==> src/uff_regs.svh <==
`ifndef UFF_REGS_SVH
`define UFF_REGS_SVH

// ==========================================================
// Timing
`define UFF_CLK_PERIOD_NS 8
`define UFF_DC_MIN_NS 80
// Least time rounds up to whole cycles
`define UFF_DC_MIN_CYC ((`UFF_DC_MIN_NS + `UFF_CLK_PERIOD_NS - 1) / `UFF_CLK_PERIOD_NS)
`define UFF_DC_CNT_W 4

// ==========================================================
// Stage count
`define UFF_STAGES 3

`endif

==> src/uff_pkg.sv <==
package uff_pkg;
  typedef enum logic [1:0] {
    ACT_HOLD = 2'h0,
    ACT_SET = 2'h1,
    ACT_TOGGLE = 2'h3,
    ACT_CLEAR = 2'h2
  } action_type;
endpackage

==> src/uff_triple.sv <==
`timescale 1ns/1ns
`include "uff_regs.svh"

// Function
// - Three independent stages, sharing only the common clear line.
// - Each stage has two sets, two clears, steering, clock, both outputs.
// - A direct input low 80 ns forces set or clear, clock ignored.
// - Common clear low 80 ns clears all three stages together.
// - Steering inputs are enabled when high, disabled when low.
// - Steered changes happen only on a falling edge of its clock.
// - Complementary direct set and clear load a stage in one step.

module uff_triple #(
  parameter int STAGES = `UFF_STAGES
) (
  // Clock and reset
  input wire logic REF_CLK_IN,
  input wire logic RST_IN,
  // Direct inputs, active low, two of each per stage, plus the shared common clear
  input wire logic [STAGES-1:0] DC_SET_A_N_IN,
  input wire logic [STAGES-1:0] DC_SET_B_N_IN,
  input wire logic [STAGES-1:0] DC_CLR_A_N_IN,
  input wire logic [STAGES-1:0] DC_CLR_B_N_IN,
  input wire logic COMMON_CLR_N_IN,
  // Steering and clock per stage
  input wire logic [STAGES-1:0] STEER_SET_IN,
  input wire logic [STAGES-1:0] STEER_CLR_IN,
  input wire logic [STAGES-1:0] STAGE_CLK_IN,
  // Stage outputs
  output logic [STAGES-1:0] Q_OUT,
  output logic [STAGES-1:0] Q_N_OUT
);

  // ==========================================================
  // Pin synchronisers, three flops per pin
  localparam int PINS = 7 * STAGES + 1;
  logic [PINS-1:0] pin_raw;
  logic [PINS-1:0] sync1;
  logic [PINS-1:0] sync2;
  logic [PINS-1:0] sync3;
  logic [PINS-1:0] pin_val;

  assign pin_raw = {COMMON_CLR_N_IN, STAGE_CLK_IN, STEER_CLR_IN,
    STEER_SET_IN, DC_CLR_B_N_IN, DC_CLR_A_N_IN, DC_SET_B_N_IN,
    DC_SET_A_N_IN};

  always_ff @(posedge REF_CLK_IN) begin
    sync1 <= pin_raw;
    sync2 <= sync1;
    sync3 <= sync2;
  end

  // A change counts once second and third flops agree
  always_ff @(posedge REF_CLK_IN) begin
    if (RST_IN) begin
      pin_val <= {PINS{1'b1}}
        & ~(PINS'({STAGES{1'b1}}) << (4 * STAGES))
        & ~(PINS'({STAGES{1'b1}}) << (5 * STAGES))
        & ~(PINS'({STAGES{1'b1}}) << (6 * STAGES));
    end else begin
      pin_val <= (sync2 & sync3) | (pin_val & (sync2 ^ sync3));
    end
  end

  // ==========================================================
  // Clock falling edge detection per stage
  logic [STAGES-1:0] clk_prev;
  logic [STAGES-1:0] clk_fall;

  always_ff @(posedge REF_CLK_IN) begin
    if (RST_IN) begin
      clk_prev <= '0;
    end else begin
      clk_prev <= pin_val[6*STAGES +: STAGES];
    end
  end

  assign clk_fall = clk_prev & ~pin_val[6*STAGES +: STAGES];

  // ==========================================================
  // Stages
  genvar i;
  generate
    for (i = 0; i < STAGES; i = i + 1) begin : g_stage
      logic set_n;
      logic clr_n;
      // Either direct input of a pair acts; common clear reaches all
      assign set_n = pin_val[i] & pin_val[STAGES + i];
      assign clr_n = pin_val[2*STAGES + i] & pin_val[3*STAGES + i]
        & pin_val[PINS-1];
      uff_stage u_stage (
        .clk(REF_CLK_IN),
        .rst(RST_IN),
        .dc_set_n(set_n),
        .dc_clr_n(clr_n),
        .steer_set(pin_val[4*STAGES + i]),
        .steer_clr(pin_val[5*STAGES + i]),
        .clk_fall(clk_fall[i]),
        .q(Q_OUT[i]),
        .q_n(Q_N_OUT[i])
      );
    end
  endgenerate

  // ==========================================================
  // Checks
  logic [3:0] cclr_low;
  always_ff @(posedge REF_CLK_IN) begin
    if (RST_IN || pin_val[PINS-1]) begin
      cclr_low <= '0;
    end else if (cclr_low != 4'hF) begin
      cclr_low <= cclr_low + 4'h1;
    end
  end
endmodule

==> src/uff_stage.sv <==
`timescale 1ns/1ns
`include "uff_regs.svh"

module uff_stage (
  // Clock and reset
  input wire logic clk,
  input wire logic rst,
  // Synchronised stage inputs
  input wire logic dc_set_n,
  input wire logic dc_clr_n,
  input wire logic steer_set,
  input wire logic steer_clr,
  input wire logic clk_fall,
  // Outputs
  output logic q,
  output logic q_n
);

  // ==========================================================
  // Low-time qualifiers for direct inputs
  logic [`UFF_DC_CNT_W-1:0] set_cnt;
  logic [`UFF_DC_CNT_W-1:0] clr_cnt;
  logic set_hit;
  logic clr_hit;
  uff_pkg::action_type act;

  assign set_hit = !dc_set_n &&
    (set_cnt >= `UFF_DC_CNT_W'(`UFF_DC_MIN_CYC - 1));
  assign clr_hit = !dc_clr_n &&
    (clr_cnt >= `UFF_DC_CNT_W'(`UFF_DC_MIN_CYC - 1));

  always_ff @(posedge clk) begin
    if (rst || dc_set_n) begin
      set_cnt <= '0;
    end else if (!set_hit) begin
      set_cnt <= set_cnt + 1'b1;
    end
  end

  always_ff @(posedge clk) begin
    if (rst || dc_clr_n) begin
      clr_cnt <= '0;
    end else if (!clr_hit) begin
      clr_cnt <= clr_cnt + 1'b1;
    end
  end

  // ==========================================================
  // Steering decode
  assign act = uff_pkg::action_type'({steer_clr, steer_set});

  // ==========================================================
  // Stored state
  always_ff @(posedge clk) begin
    if (rst) begin
      q <= 1'b0;
    end else if (set_hit || clr_hit) begin
      q <= set_hit && !clr_hit;
    end else if (clk_fall) begin
      unique case (act)
        uff_pkg::ACT_HOLD: q <= q;
        uff_pkg::ACT_SET: q <= 1'b1;
        uff_pkg::ACT_TOGGLE: q <= !q;
        uff_pkg::ACT_CLEAR: q <= 1'b0;
      endcase
    end
  end

  // Both direct inputs forced: q_n held high and q cleared, so clear wins
  assign q_n = (set_hit && clr_hit) ? 1'b1 : !q;
endmodule

==> config.mk <==
export PLATFORM = sky130hd
export DESIGN_NAME = uff_triple
export DESIGN_NICKNAME = d
export VERILOG_FILES = /design/src/uff_pkg.sv /design/src/uff_triple.sv /design/src/uff_stage.sv
export VERILOG_INCLUDE_DIRS = /design/src
export SDC_FILE = /design/constraint.sdc
export NUM_CORES = 1
export LEC_CHECK = 0
export BUFFER_PORTS_ARGS = -buffer_cell sky130_fd_sc_hd__buf_2
export CAP_MARGIN = 20
export CORE_ASPECT_RATIO = 0.9
export CORE_UTILIZATION = 52
export DETAILED_ROUTE_END_ITERATION = 16
export GPL_TIMING_DRIVEN = 1
export PLACE_DENSITY_LB_ADDON = 0.3
export SYNTH_ARGS = -nofsm -noshare
export SYNTH_HDL_FRONTEND = slang
export SYNTH_SLANG_ARGS = --single-unit
==> constraint.sdc <==
create_clock -name REF_CLK_IN -period 1.6 [get_ports REF_CLK_IN]
set_input_delay 0.32 -clock REF_CLK_IN [delete_from_list [all_inputs] [get_ports REF_CLK_IN]]
set_output_delay 0.32 -clock REF_CLK_IN [all_outputs]
set_load 0.05 [all_outputs]
Yosys cells after proc, flatten, opt, wreduce, memory -nomap -nowiden
Cells that the tools add are included.

word-level totals
  bits in registers = 118
  latch bits = 0
  RAM bits = 0
  ROM bits = 0
  input bits = 24
  output and inout port bits = 6
  logic and storage cells = 107
  memories kept = 0

operators by class
  add/subtract/negate cells = 6
  multiply operators = 0
  divide/modulo/power cells = 0
  $lt $le $gt $ge = 6
  equal/unequal tests = 12
  shift operators = 0
  multiplexer cells = 12
  bitwise operators = 15
  reductions and logical operators = 42

operator list
  operator                                                  count
  bitwise AND 22 bit                                        2
  adder 4 x 1 -> 4 bit, second input constant               6
  greater-or-equal comparator 4 bit, second input constant  6
  bitwise OR 22 bit                                         1
  bitwise XOR 22 bit                                        1
  == test 2 bit, second input constant                      6
  logical AND 1 bit                                         12
  logical NOT 1 bit                                         12
  bitwise AND 1 bit                                         9
  logical OR 1 bit                                          9
  2-to-1 mux 1 bit                                          9
  one-hot mux 1 bit (3 select lines)                        3
  == test 2 x 1 -> 1 bit, second input constant             3
  logical NOT 2 bit                                         3
  != test 2 x 1 -> 1 bit, second input constant             3
  AND reduction 2 bit                                       3
  nonzero test 2 bit                                        3
  bitwise AND 3 bit                                         1
  inverter 3 bit                                            1

Longest topological paths before layout
Gate-level depths: netlist of the first run.

  depth after elaboration = 7
  gate-level depth with buffers = 7
  gate-level depth less buffers = 5

Hierarchy
Synthesis of the first run repeated with hierarchy kept, for this count alone.

second synthesis, totals
  cells, all modules = 323
  area total of the unflattened synthesis = 4000.1 um^2

modules (own cells, without submodules)
  module      times used  cells an instance  area an instance (um^2)  seq. area each (um^2)
  uff_triple  1           158                2397.3                   1821.7
  uff_stage   3           55                 534.3                    180.2

Worst setup path after synthesis of the first run
No wires, ideal clock.

  kind = flip-flop to output port
  from = register g_stage[1].u_stage.clr_cnt[1]
  to = output Q_N_OUT[1]
  data arrival time = 1.365 ns
  required time = 1.280 ns
  setup slack = -0.085 ns
  stages on the path, launching flop included = 8
  path buffers = 2
  path through = dfxtp_1 -> inv_1 -> ha_1 -> or3b_1 -> buf_6 -> nand3_1 -> o21ai_0 -> buf_4

between the ends
  longest elaborated chain between the ends = 4

RTL lines
  item                               RTL line          text
  start: declaration                 uff_stage.sv:22   logic [`UFF_DC_CNT_W-1:0] clr_cnt;
  start signal: assignment           uff_stage.sv:44   clr_cnt <= clr_cnt + 1'b1;
  greater-or-equal comparator 4 bit  uff_stage.sv:30   (clr_cnt >= `UFF_DC_CNT_W'(`UFF_DC_MIN_CYC - 1));
  logical AND 1 bit                  uff_stage.sv:29   assign clr_hit = !dc_clr_n &&
  logical AND 1 bit                  uff_stage.sv:70   assign q_n = (set_hit && clr_hit) ? 1'b1 : !q;
  2-to-1 mux 1 bit                   uff_stage.sv:70
  end: declaration                   uff_triple.sv:31  output logic [STAGES-1:0] Q_N_OUT

Every way passes these cells.

Worst setup path after layout of the first run
  from = register g_stage[0].u_stage.set_cnt[0]
  to = output Q_N_OUT[0]

between the ends
  longest elaborated chain between the ends = 4

RTL lines
  item                               RTL line         text
  start: declaration                 uff_stage.sv:21  logic [`UFF_DC_CNT_W-1:0] set_cnt;
  start signal: assignment           uff_stage.sv:36  set_cnt <= set_cnt + 1'b1;
  greater-or-equal comparator 4 bit  uff_stage.sv:28  (set_cnt >= `UFF_DC_CNT_W'(`UFF_DC_MIN_CYC - 1));
  logical AND 1 bit                  uff_stage.sv:27  assign set_hit = !dc_set_n &&
  logical AND 1 bit                  uff_stage.sv:70
  2-to-1 mux 1 bit                   uff_stage.sv:70

Every way passes these cells.

==> results.ini, run 1 <==
[timing]
relSlewSlack=0.6595
max_freq_mhz=470.7
grt_setup_unrepaired=true
final_max_slew_viol_count=0
finalCriticalPeriod_ns=2.125
fin_crit_sh=1.328
worst_slack_ns=-0.5245
tightest_slew_ns=0.5063
fin_worst_skew_ns=0.006124
hold_violations=0
setup_viol=3
tns_ns=-1.451

[grt]
overflow=0
grt_first_pass_wirelength_um=12150
antenna_found_initial=0
grt_pass1_vias=2786
grt_max_degree=30
grt_usage=0.2025

[power]
pwr-share-seq=0.429
switching_share=0.2514
p_int_uw=5598
power_uw=7477
p_comb_frac=0.088
p_clk_frac=0.483
leakage_uw=0.002332
max-vdd-ir-drop_uv=1090
p_per_area_nw_per_um2=1370
switchingPower_uw=1879

[routing]
routed_via_density=5.124
ant_nets=0
wl_per_cell_um=13.88
drt_drc_violations_left=0
dr_total_vias=2818
first_pass_iters=4
drt-total-wl_um=7636
drt-initial-drc-count=103

[placed_design]
portBuffers=29
place_hpwl_um=4481
placed_cells=486
routabilityCongestion=0.8202

[setup_path]
critPathMaxStageDelay_ns=0.40
cp_max_fo=3
critPathBufInv=2
cp-end-kind=output port
cp_cell_sequence=inv_1 > ha_2 > or3b_4 > nand2_4 > o21ai_2 > buf_6
worst-r2r-setup-slack_ns=0.01
startpoint_type=register
cpMaxStageDelayCell=or3b_4
critPathKind=register to output port
crit_family=simple AND/OR/NAND/NOR gates
required_ns=1.28
critPathArrivalTime_ns=1.80

[yosys]
synth.distinct_cells=26
syn_nets=410
synthCells=346
netlist_area_um2=3946
syn_area_per_cell_um2=11.41
yosys_warnings=0
ys_seq_area_frac=0.5986
synth.ff_latch_count=118

[cells_and_area]
finalNonFillerCells=550
diodes=0
fillers=434
post-route-util=0.7595
final_common_cell=dfxtp_1
nets=508
area_growth_pct=38.27
final_cell_mix=106 x dfxtp_1, 37 x buf_4, 30 x ha_1
layout-drive-gt1-share=0.3414

[die]
core_area_um2=7184
die_y_um=84.65
start_util=0.5493
rows=29
ios=30
die_w_um=93.83
die_area_um2=7942

[outcome]
outcome=complete, but fails checks
violations=negative setup slack

[clock_network]
htreeDepth=4
clkTransAtPathRegs_ns=0.06
clk-insertion-delay-late_ns=0.51
cts_buffer_depth=2
cts_made_buffers=17
clock-sinks=118
cts-root-buf=clkbuf_8
cts_tree=built

[worst_hold_path]
hp-class=input port to register

[job]
maxCapViolations=0

## cells by family after synthesis
kind of cell               share of synthesized area
and+or+nand+nor                               0.1011
adders and majority gates                     0.1268
buffers and inverters                        0.03805
DFF                                           0.5986
AOI/OAI and AO/OA                             0.1354
## layer usage
layer  global-route usage  vias up  wire length, um
li1                     -     1422                -
met1               0.2292     1340             3355
met2               0.3437       44             3947
met3              0.08243       12              240
met4              0.06993        0               93
met5                    0        -                0
## final timing paths
check,from,end,cells after the start
max,g_stage[0].u_stage.set_cnt[0]$_SDFFE_PP0N_,Q_N_OUT[0],6
min,RST_IN,pin_val[10]$_SDFF_PP1_,2
max reg2reg,g_stage[0].u_stage.set_cnt[0]$_SDFFE_PP0N_,g_stage[0].u_stage.set_cnt[2]$_SDFFE_PP0N_,6
min reg2reg,sync1[5]$_DFF_P_,sync2[5]$_DFF_P_,0
## synth_stat cells
library cell  count  share of area
nor2_1           15          0.014
o21ai_0          17          0.022
nand2_1          12          0.011
and3_1            3         0.0048
clkbuf_1          3         0.0029
nand3_1          18          0.023
nor3b_1           6          0.011
a221oi_1          2         0.0044
buf_1             1        0.00095
a21bo_2           4          0.010
a21boi_0          3         0.0057
a31o_2            1         0.0022
nand3b_1          3         0.0057
or3b_1            6          0.013
nor3_1            4         0.0051
a31oi_1           4         0.0063
dfxtp_1         118           0.60
nor4bb_1          3         0.0076
buf_4             6          0.011
ha_1             40           0.13
a21oi_1          32          0.041
nor2b_1           3         0.0048
a21oi_2           1         0.0022
buf_6             1         0.0029
a211o_1          19          0.042
inv_1            21          0.020
## area by class of cell
cell class              instances  area, um2  share of cell area
clock buffers                  17      414.1             0.07590
well taps                      93      116.4             0.02133
inverters                      21      86.33             0.01582
clock inverters                15      160.2             0.02935
repair buffers                 90      684.4              0.1254
multi-input cells             196       1608              0.2947
flip-flops and latches        118       2387              0.4375
## power by group through the flow
stage | sequential [uW] | clock (uW) | combinational, uW
after floorplan | 3240 | 0 | 309
after global placement | 3250 | 0 | 476
after detailed placement | 3260 | 0 | 501
after CTS | 3200 | 3670 | 579
after global routing | 3220 | 3830 | 721
final | 3210 | 3610 | 658
## sequential cells by signal (all words and copies together), names as in the netlist
| register | flops |
|---|---|
| clk_prev | 3 |
| g_stage.u_stage.clr_cnt | 12 |
| g_stage.u_stage.q | 3 |
| g_stage.u_stage.set_cnt | 12 |
| pin_val | 22 |
| sync1 | 22 |
| sync2 | 22 |
| sync3 | 22 |
## metrics by stage
| step | area (um2) | worst slack [ns] | hold slack [ns] |
|---|---|---|---|
| 2_1_floorplan | 3980 | -0.04535 | 0.3096 |
| 3_3_place_gp | 4388 | -0.03337 | 0.3104 |
| 3_5_place_dp | 4388 | -0.09939 | 0.3128 |
| 4_1_cts | 5280 | -0.5092 | 0.03176 |
| 5_1_grt | 5456 | -0.5843 | 0.02908 |
| 6_report | 5456 | -0.5245 | 0.04466 |
## repair_timing
item                       CTS  global route
buffers inserted             2             9
setup endpoints to repair    5             9
resized for setup           32            32
hold endpoints to repair    22             0
pin swaps                    4            17
hold buffers                22             0
Note: power is estimated with default switching activity, not from simulation.
==> run 2, diff against run 1 <==
--- a/config.mk
+++ b/config.mk
@@ -9,7 +9,7 @@
 export BUFFER_PORTS_ARGS = -buffer_cell sky130_fd_sc_hd__buf_2
 export CAP_MARGIN = 20
 export CORE_ASPECT_RATIO = 0.9
-export CORE_UTILIZATION = 52
+export CORE_UTILIZATION = 30
 export DETAILED_ROUTE_END_ITERATION = 16
 export GPL_TIMING_DRIVEN = 1
 export PLACE_DENSITY_LB_ADDON = 0.3
==> run 2 against run 1 <==
  * The flow still finishes with violations (negative setup slack)
  * Sequential power barely moved
  * Clock-buffer cell count rose by 3
  * Register-to-register slack improved by 0.03 ns
  * Sequential share of layout area rose by 0.51 points
  * Clock skew rose by 0.0010 ns
  * Routed wire length fell by 11%
  * Largest power group unchanged
==> results.ini, run 2 (same netlist as run 1, synthesis figures left out) <==
[grt]
overflow=0
grt_usage=0.1140
grt_first_pass_wirelength_um=12040
grt_max_degree=32
grt_pass1_vias=2669
antenna_found_initial=0

[routing]
routed_via_density=4.378
wl_per_cell_um=11.27
ant_nets=0
dr_total_vias=2627
drt-initial-drc-count=138
drt_drc_violations_left=0
drt-total-wl_um=6762
first_pass_iters=4

[power]
p_per_area_nw_per_um2=1374
max-vdd-ir-drop_uv=805.7
leakage_uw=0.002263

[job]
maxCapViolations=0

[die]
start_util=0.3099
die_y_um=110.8
rows=39
die_area_um2=13620
ios=30
die_w_um=122.9
core_area_um2=12740

[cells_and_area]
design_area_um2=5388
final_cell_mix=106 x dfxtp_1, 41 x buf_4, 29 x a21oi_1
nets=490
finalNonFillerCells=600
post-route-util=0.4230
area_growth_pct=36.53
diodes=0
final_common_cell=dfxtp_1
layout-drive-gt1-share=0.3647

[clock_network]
cts-root-buf=clkbuf_16
clk-insertion-delay-late_ns=0.39
htreeDepth=4
cts_buffer_depth=2
cts_made_buffers=17
cts_tree=built
clock-sinks=118
clkTransAtPathRegs_ns=0.05

[timing]
holdWs_ns=0.02079
worst_slack_ns=-0.3597
setup_viol=3
fin_worst_skew_ns=0.007131
fin_crit_sh=1.225
tightest_slew_ns=0.3738
max_freq_mhz=510.3
hold_violations=0
final_max_slew_viol_count=0
relSlewSlack=0.7503
tns_ns=-1.063
finalCriticalPeriod_ns=1.960
grt_setup_unrepaired=true

[setup_path]
required_ns=1.28
worst-r2r-setup-slack_ns=0.04
cp_max_fo=2
cp_cell_sequence=inv_4 > ha_4 > or3b_4 > nand2_4 > o21ai_4 > buf_6
cp-end-kind=output port
r2r-end=g_stage[2].u_stage.set_cnt[2]$_SDFFE_PP0N_
reg2reg_depth=6
critPathMaxStageDelay_ns=0.41
critPathArrivalTime_ns=1.64
critPathKind=register to output port
cpMaxStageDelayCell=or3b_4
startpoint_type=register
r2r_start=g_stage[2].u_stage.set_cnt[1]$_SDFFE_PP0N_

[placed_design]
routabilityCongestion=0.7415
placed_area_um2=4514
portBuffers=29
placed_cells=562
place_hpwl_um=4498

[outcome]
violations=negative setup slack
outcome=complete, but fails checks

[worst_hold_path]
worstHoldStart=STEER_SET_IN[0]
holdPathStages=1
min_to=sync1[12]$_DFF_P_
hp-class=input port to register

[run 2: worst max-delay path by stage]
stage                                               start    endpoint  slack (ns)  depth (start not counted)
3_3_place_gp   g_stage[2].u_stage.clr_cnt[0]$_SDFFE_PP0N_  Q_N_OUT[2]       -0.08                          6
4_1_cts        g_stage[1].u_stage.set_cnt[0]$_SDFFE_PP0N_  Q_N_OUT[1]       -0.37                          6
6_report       g_stage[2].u_stage.set_cnt[1]$_SDFFE_PP0N_  Q_N_OUT[2]       -0.36                          6
3_5_place_dp   g_stage[2].u_stage.clr_cnt[0]$_SDFFE_PP0N_  Q_N_OUT[2]       -0.13                          6
2_1_floorplan  g_stage[1].u_stage.clr_cnt[1]$_SDFFE_PP0N_  Q_N_OUT[1]       -0.05                          7
5_1_grt        g_stage[2].u_stage.set_cnt[1]$_SDFFE_PP0N_  Q_N_OUT[2]       -0.42                          6
[run 2: repair_timing]
action	in CTS	in global routing
gates resized for setup	52	20
pin swaps	3	10
endpoints found under the setup margin	3	8
hold buffers	0	2
setup buffers	3	4
endpoints found under the hold margin	0	2
[run 2: power breakdown]
| group | internal (uW) | switching (uW) | total [uW] | leakage, uW |
|---|---|---|---|---|
| clock | 2370 | 1220 | 3590 | 0.000279 |
| sequential | 3110 | 91.6 | 3200 | 0.000989 |
| combinational | 330 | 277 | 607 | 0.000995 |
[run 2: worst max-delay path, delay by kind of cell (launching register included)]
family	cells	cell delay [ns]
AO/OA/AOI/OAI	1	0.05
adder cells (fa/ha/maj)	1	0.15
buffers and inverters	2	0.21
flip-flops	1	0.35
AND/OR/NAND/NOR	2	0.49
[run 2: metrics by stage]
| step | power (uW) | worst slack (ns) |
|---|---|---|
| global placement | 3746 | -0.07660 |
| finish | 7400 | -0.3597 |
| detailed placement | 3771 | -0.1272 |
| CTS | 7461 | -0.3749 |
| floorplan | 3549 | -0.04535 |
| global route | 7745 | -0.4206 |
[run 2: metal layers]
layer | share of wire | vias up | GRT usage
li1 | - | 1374 | -
met1 | 0.48 | 1201 | 0.1386
met2 | 0.46 | 42 | 0.1749
met3 | 0.043 | 10 | 0.04784
met4 | 0.015 | 0 | 0.04797
met5 | 0 | - | 0
[run 2: final cells by class]
class                      count  area, um2
multi-input combinational    196       1647
timing repair buffer          72      491.7
tap                          164      205.2
sequential                   118       2385
inverter                      21      88.84
clock buffer                  20      466.7
fill                        1206       7348
clock inverter                 9      103.9
==> run 3, diff against run 2 <==
--- a/config.mk
+++ b/config.mk
@@ -9,7 +9,8 @@
 export BUFFER_PORTS_ARGS = -buffer_cell sky130_fd_sc_hd__buf_2
 export CAP_MARGIN = 20
 export CORE_ASPECT_RATIO = 0.9
-export CORE_UTILIZATION = 30
+export CORE_UTILIZATION = 40
+export CTS_CLUSTER_DIAMETER = 30
 export DETAILED_ROUTE_END_ITERATION = 16
 export GPL_TIMING_DRIVEN = 1
 export PLACE_DENSITY_LB_ADDON = 0.3
==> constraint.sdc (replaced) <==
create_clock -name REF_CLK_IN -period 1.6 [get_ports REF_CLK_IN]
set_input_delay 0.4 -clock REF_CLK_IN [delete_from_list [all_inputs] [get_ports REF_CLK_IN]]
set_output_delay 0.4 -clock REF_CLK_IN [all_outputs]
set_load 0.05 [all_outputs]
==> run 3 against run 2 <==
  * The run still ends with negative setup slack left
  * Flip-flop and latch count unchanged
  * Non-clock buffer count up 30
  * Sequential power about the same
==> results.ini, run 3 (same netlist as run 1, synthesis figures left out) <==
[power]
p_per_area_nw_per_um2=1304
max-vdd-ir-drop_uv=825.4
leakage_uw=0.002386
power_uw=7345

[clock_network]
htreeDepth=4
cts-root-buf=clkbuf_8
cts_made_buffers=17
cts_buffer_depth=2
clock-sinks=118
clkTransAtPathRegs_ns=0.06
cts_tree=built
clk-insertion-delay-late_ns=0.51

[placed_design]
routabilityCongestion=0.7820
portBuffers=29
place_hpwl_um=4459

[routing]
drt_drc_violations_left=0
drt-initial-drc-count=62
dr_total_vias=2776
wl_per_cell_um=12.07
routed_via_density=4.666
ant_nets=0
drt-total-wl_um=7181
first_pass_iters=4

[timing]
worst_slack_ns=-0.5618
finalCriticalPeriod_ns=2.162
tightest_slew_ns=0.3228
relSlewSlack=0.7843
tns_ns=-1.701
final_max_slew_viol_count=0
max_freq_mhz=462.6
setup_viol=4
fin_crit_sh=1.351
fin_worst_skew_ns=0.008003
hold_violations=0
grt_setup_unrepaired=true

[grt]
grt_max_degree=18
grt_first_pass_wirelength_um=11750
grt_pass1_vias=2712
antenna_found_initial=0
grt_usage=0.1511
overflow=0

[cells_and_area]
diodes=0
final_common_cell=dfxtp_1
nets=520
area_growth_pct=42.77
final_cell_mix=106 x dfxtp_1, 52 x buf_4, 29 x a21oi_1, 29 x ha_1, 23 x buf_2
layout-drive-gt1-share=0.3646
multi_input_area_um2=1647
fillers=802
regArea_um2=2392

[setup_path]
critPathBufInv=2
path_depth=6
cp_max_fo=3
reg2reg_depth=7
r2r-end=g_stage[0].u_stage.clr_cnt[2]$_SDFFE_PP0N_
critPathArrivalTime_ns=1.76
crit_end=Q_N_OUT[0]
r2r_start=g_stage[0].u_stage.clr_cnt[0]$_SDFFE_PP0N_
cp-end-kind=output port
worst-r2r-setup-slack_ns=-0.06
cp_cell_sequence=inv_4 > ha_4 > or3b_4 > nand3_2 > o21ai_2 > buf_6
critPathLaunch=g_stage[0].u_stage.clr_cnt[0]$_SDFFE_PP0N_
required_ns=1.20
crit_family=simple AND/OR/NAND/NOR gates
startpoint_type=register
cpMaxStageDelayCell=or3b_4
critPathMaxStageDelay_ns=0.38
critPathKind=register to output port

[die]
rows=34
core_area_um2=9614
die_w_um=106.7
start_util=0.4105
ios=30
die_y_um=96.23
die_area_um2=10270

[job]
maxCapViolations=0

[outcome]
violations=negative setup slack
outcome=complete, but fails checks

[worst_hold_path]
hp-class=register to register

==> run 3: cell types whose count changed in the layout (fill, tap and decap cells not counted), moves of 4 or more <==
cell	before	now
dlygate4sd3_1	2	22
buf_4	41	52
inv_4	4	8
clkinv_4	1	5
inv_2	8	4
==> run 3: area by class of cell <==
type	count	share of cell area
Timing Repair Buffer	102	0.1388
Multi-Input combinational cell	196	0.2922
Clock inverter	14	0.02287
Inverter	21	0.01754
Tap cell	126	0.02798
Clock buffer	18	0.07595
Sequential cell	118	0.4246
==> run 3: worst register-to-register path: cells and delay by family, from the launching register on <==
family                   cells  cell delay [ns]
AND/OR/NAND/NOR              1             0.38
adder cells (fa/ha/maj)      1             0.13
AO/OA/AOI/OAI                2             0.39
buffers and inverters        3             0.34
flip-flops                   1             0.36
==> run 3: worst min-delay path by stage <==
stage                            from                endpoint  slack [ns]  cells after the start
floorplan            sync1[0]$_DFF_P_        sync2[0]$_DFF_P_        0.31                      0
global placement    sync1[15]$_DFF_P_       sync2[15]$_DFF_P_        0.31                      0
detailed placement  sync1[18]$_DFF_P_       sync2[18]$_DFF_P_        0.31                      0
CTS                            RST_IN  pin_val[14]$_SDFF_PP0_        0.30                      3
global route         sync1[5]$_DFF_P_        sync2[5]$_DFF_P_        0.32                      0
finish               sync1[5]$_DFF_P_        sync2[5]$_DFF_P_        0.32                      0
==> run 3: power breakdown <==
group	switching (uW)	total, uW	internal, uW
registers	94.5	3200	3110
logic	300	696	396
clock network	1340	3450	2100
total	1740	7340	5610
==> run 3: repair_timing <==
item / 4_1_cts / 5_1_grt
gates resized for setup: 39 / 20
endpoints found under the hold margin: 22 / 0
setup buffers: 9 / 6
hold buffers: 22 / 0
pin swaps: 7 / 12
setup endpoints to repair: 8 / 11
==> run 3: stage by stage <==
| step | cell area (um2) | instances | hold slack, ns | utilization | setup WS [ns] |
|---|---|---|---|---|---|
| floorplan | 4050 | 346 | 0.3096 | - | -0.1253 |
| global placement | 4552 | 526 | 0.3113 | 0.4735 | -0.1055 |
| detailed placement | 4552 | 526 | 0.3121 | 0.4735 | -0.1311 |
| CTS | 5520 | 589 | 0.3013 | 0.5742 | -0.5778 |
| global route | 5634 | 595 | 0.3245 | 0.5860 | -0.6096 |
| finish | 5634 | 595 | 0.3185 | 0.5860 | -0.5618 |
==> run 3: metal layers <==
layer | GRT usage | wire, um | up-vias
met4 | 0.08676 | 165 | 0
met1 | 0.1641 | 3261 | 1278
met2 | 0.2581 | 3538 | 43
met3 | 0.05349 | 216 | 16
li1 | - | - | 1439
met5 | 0 | 0 | -
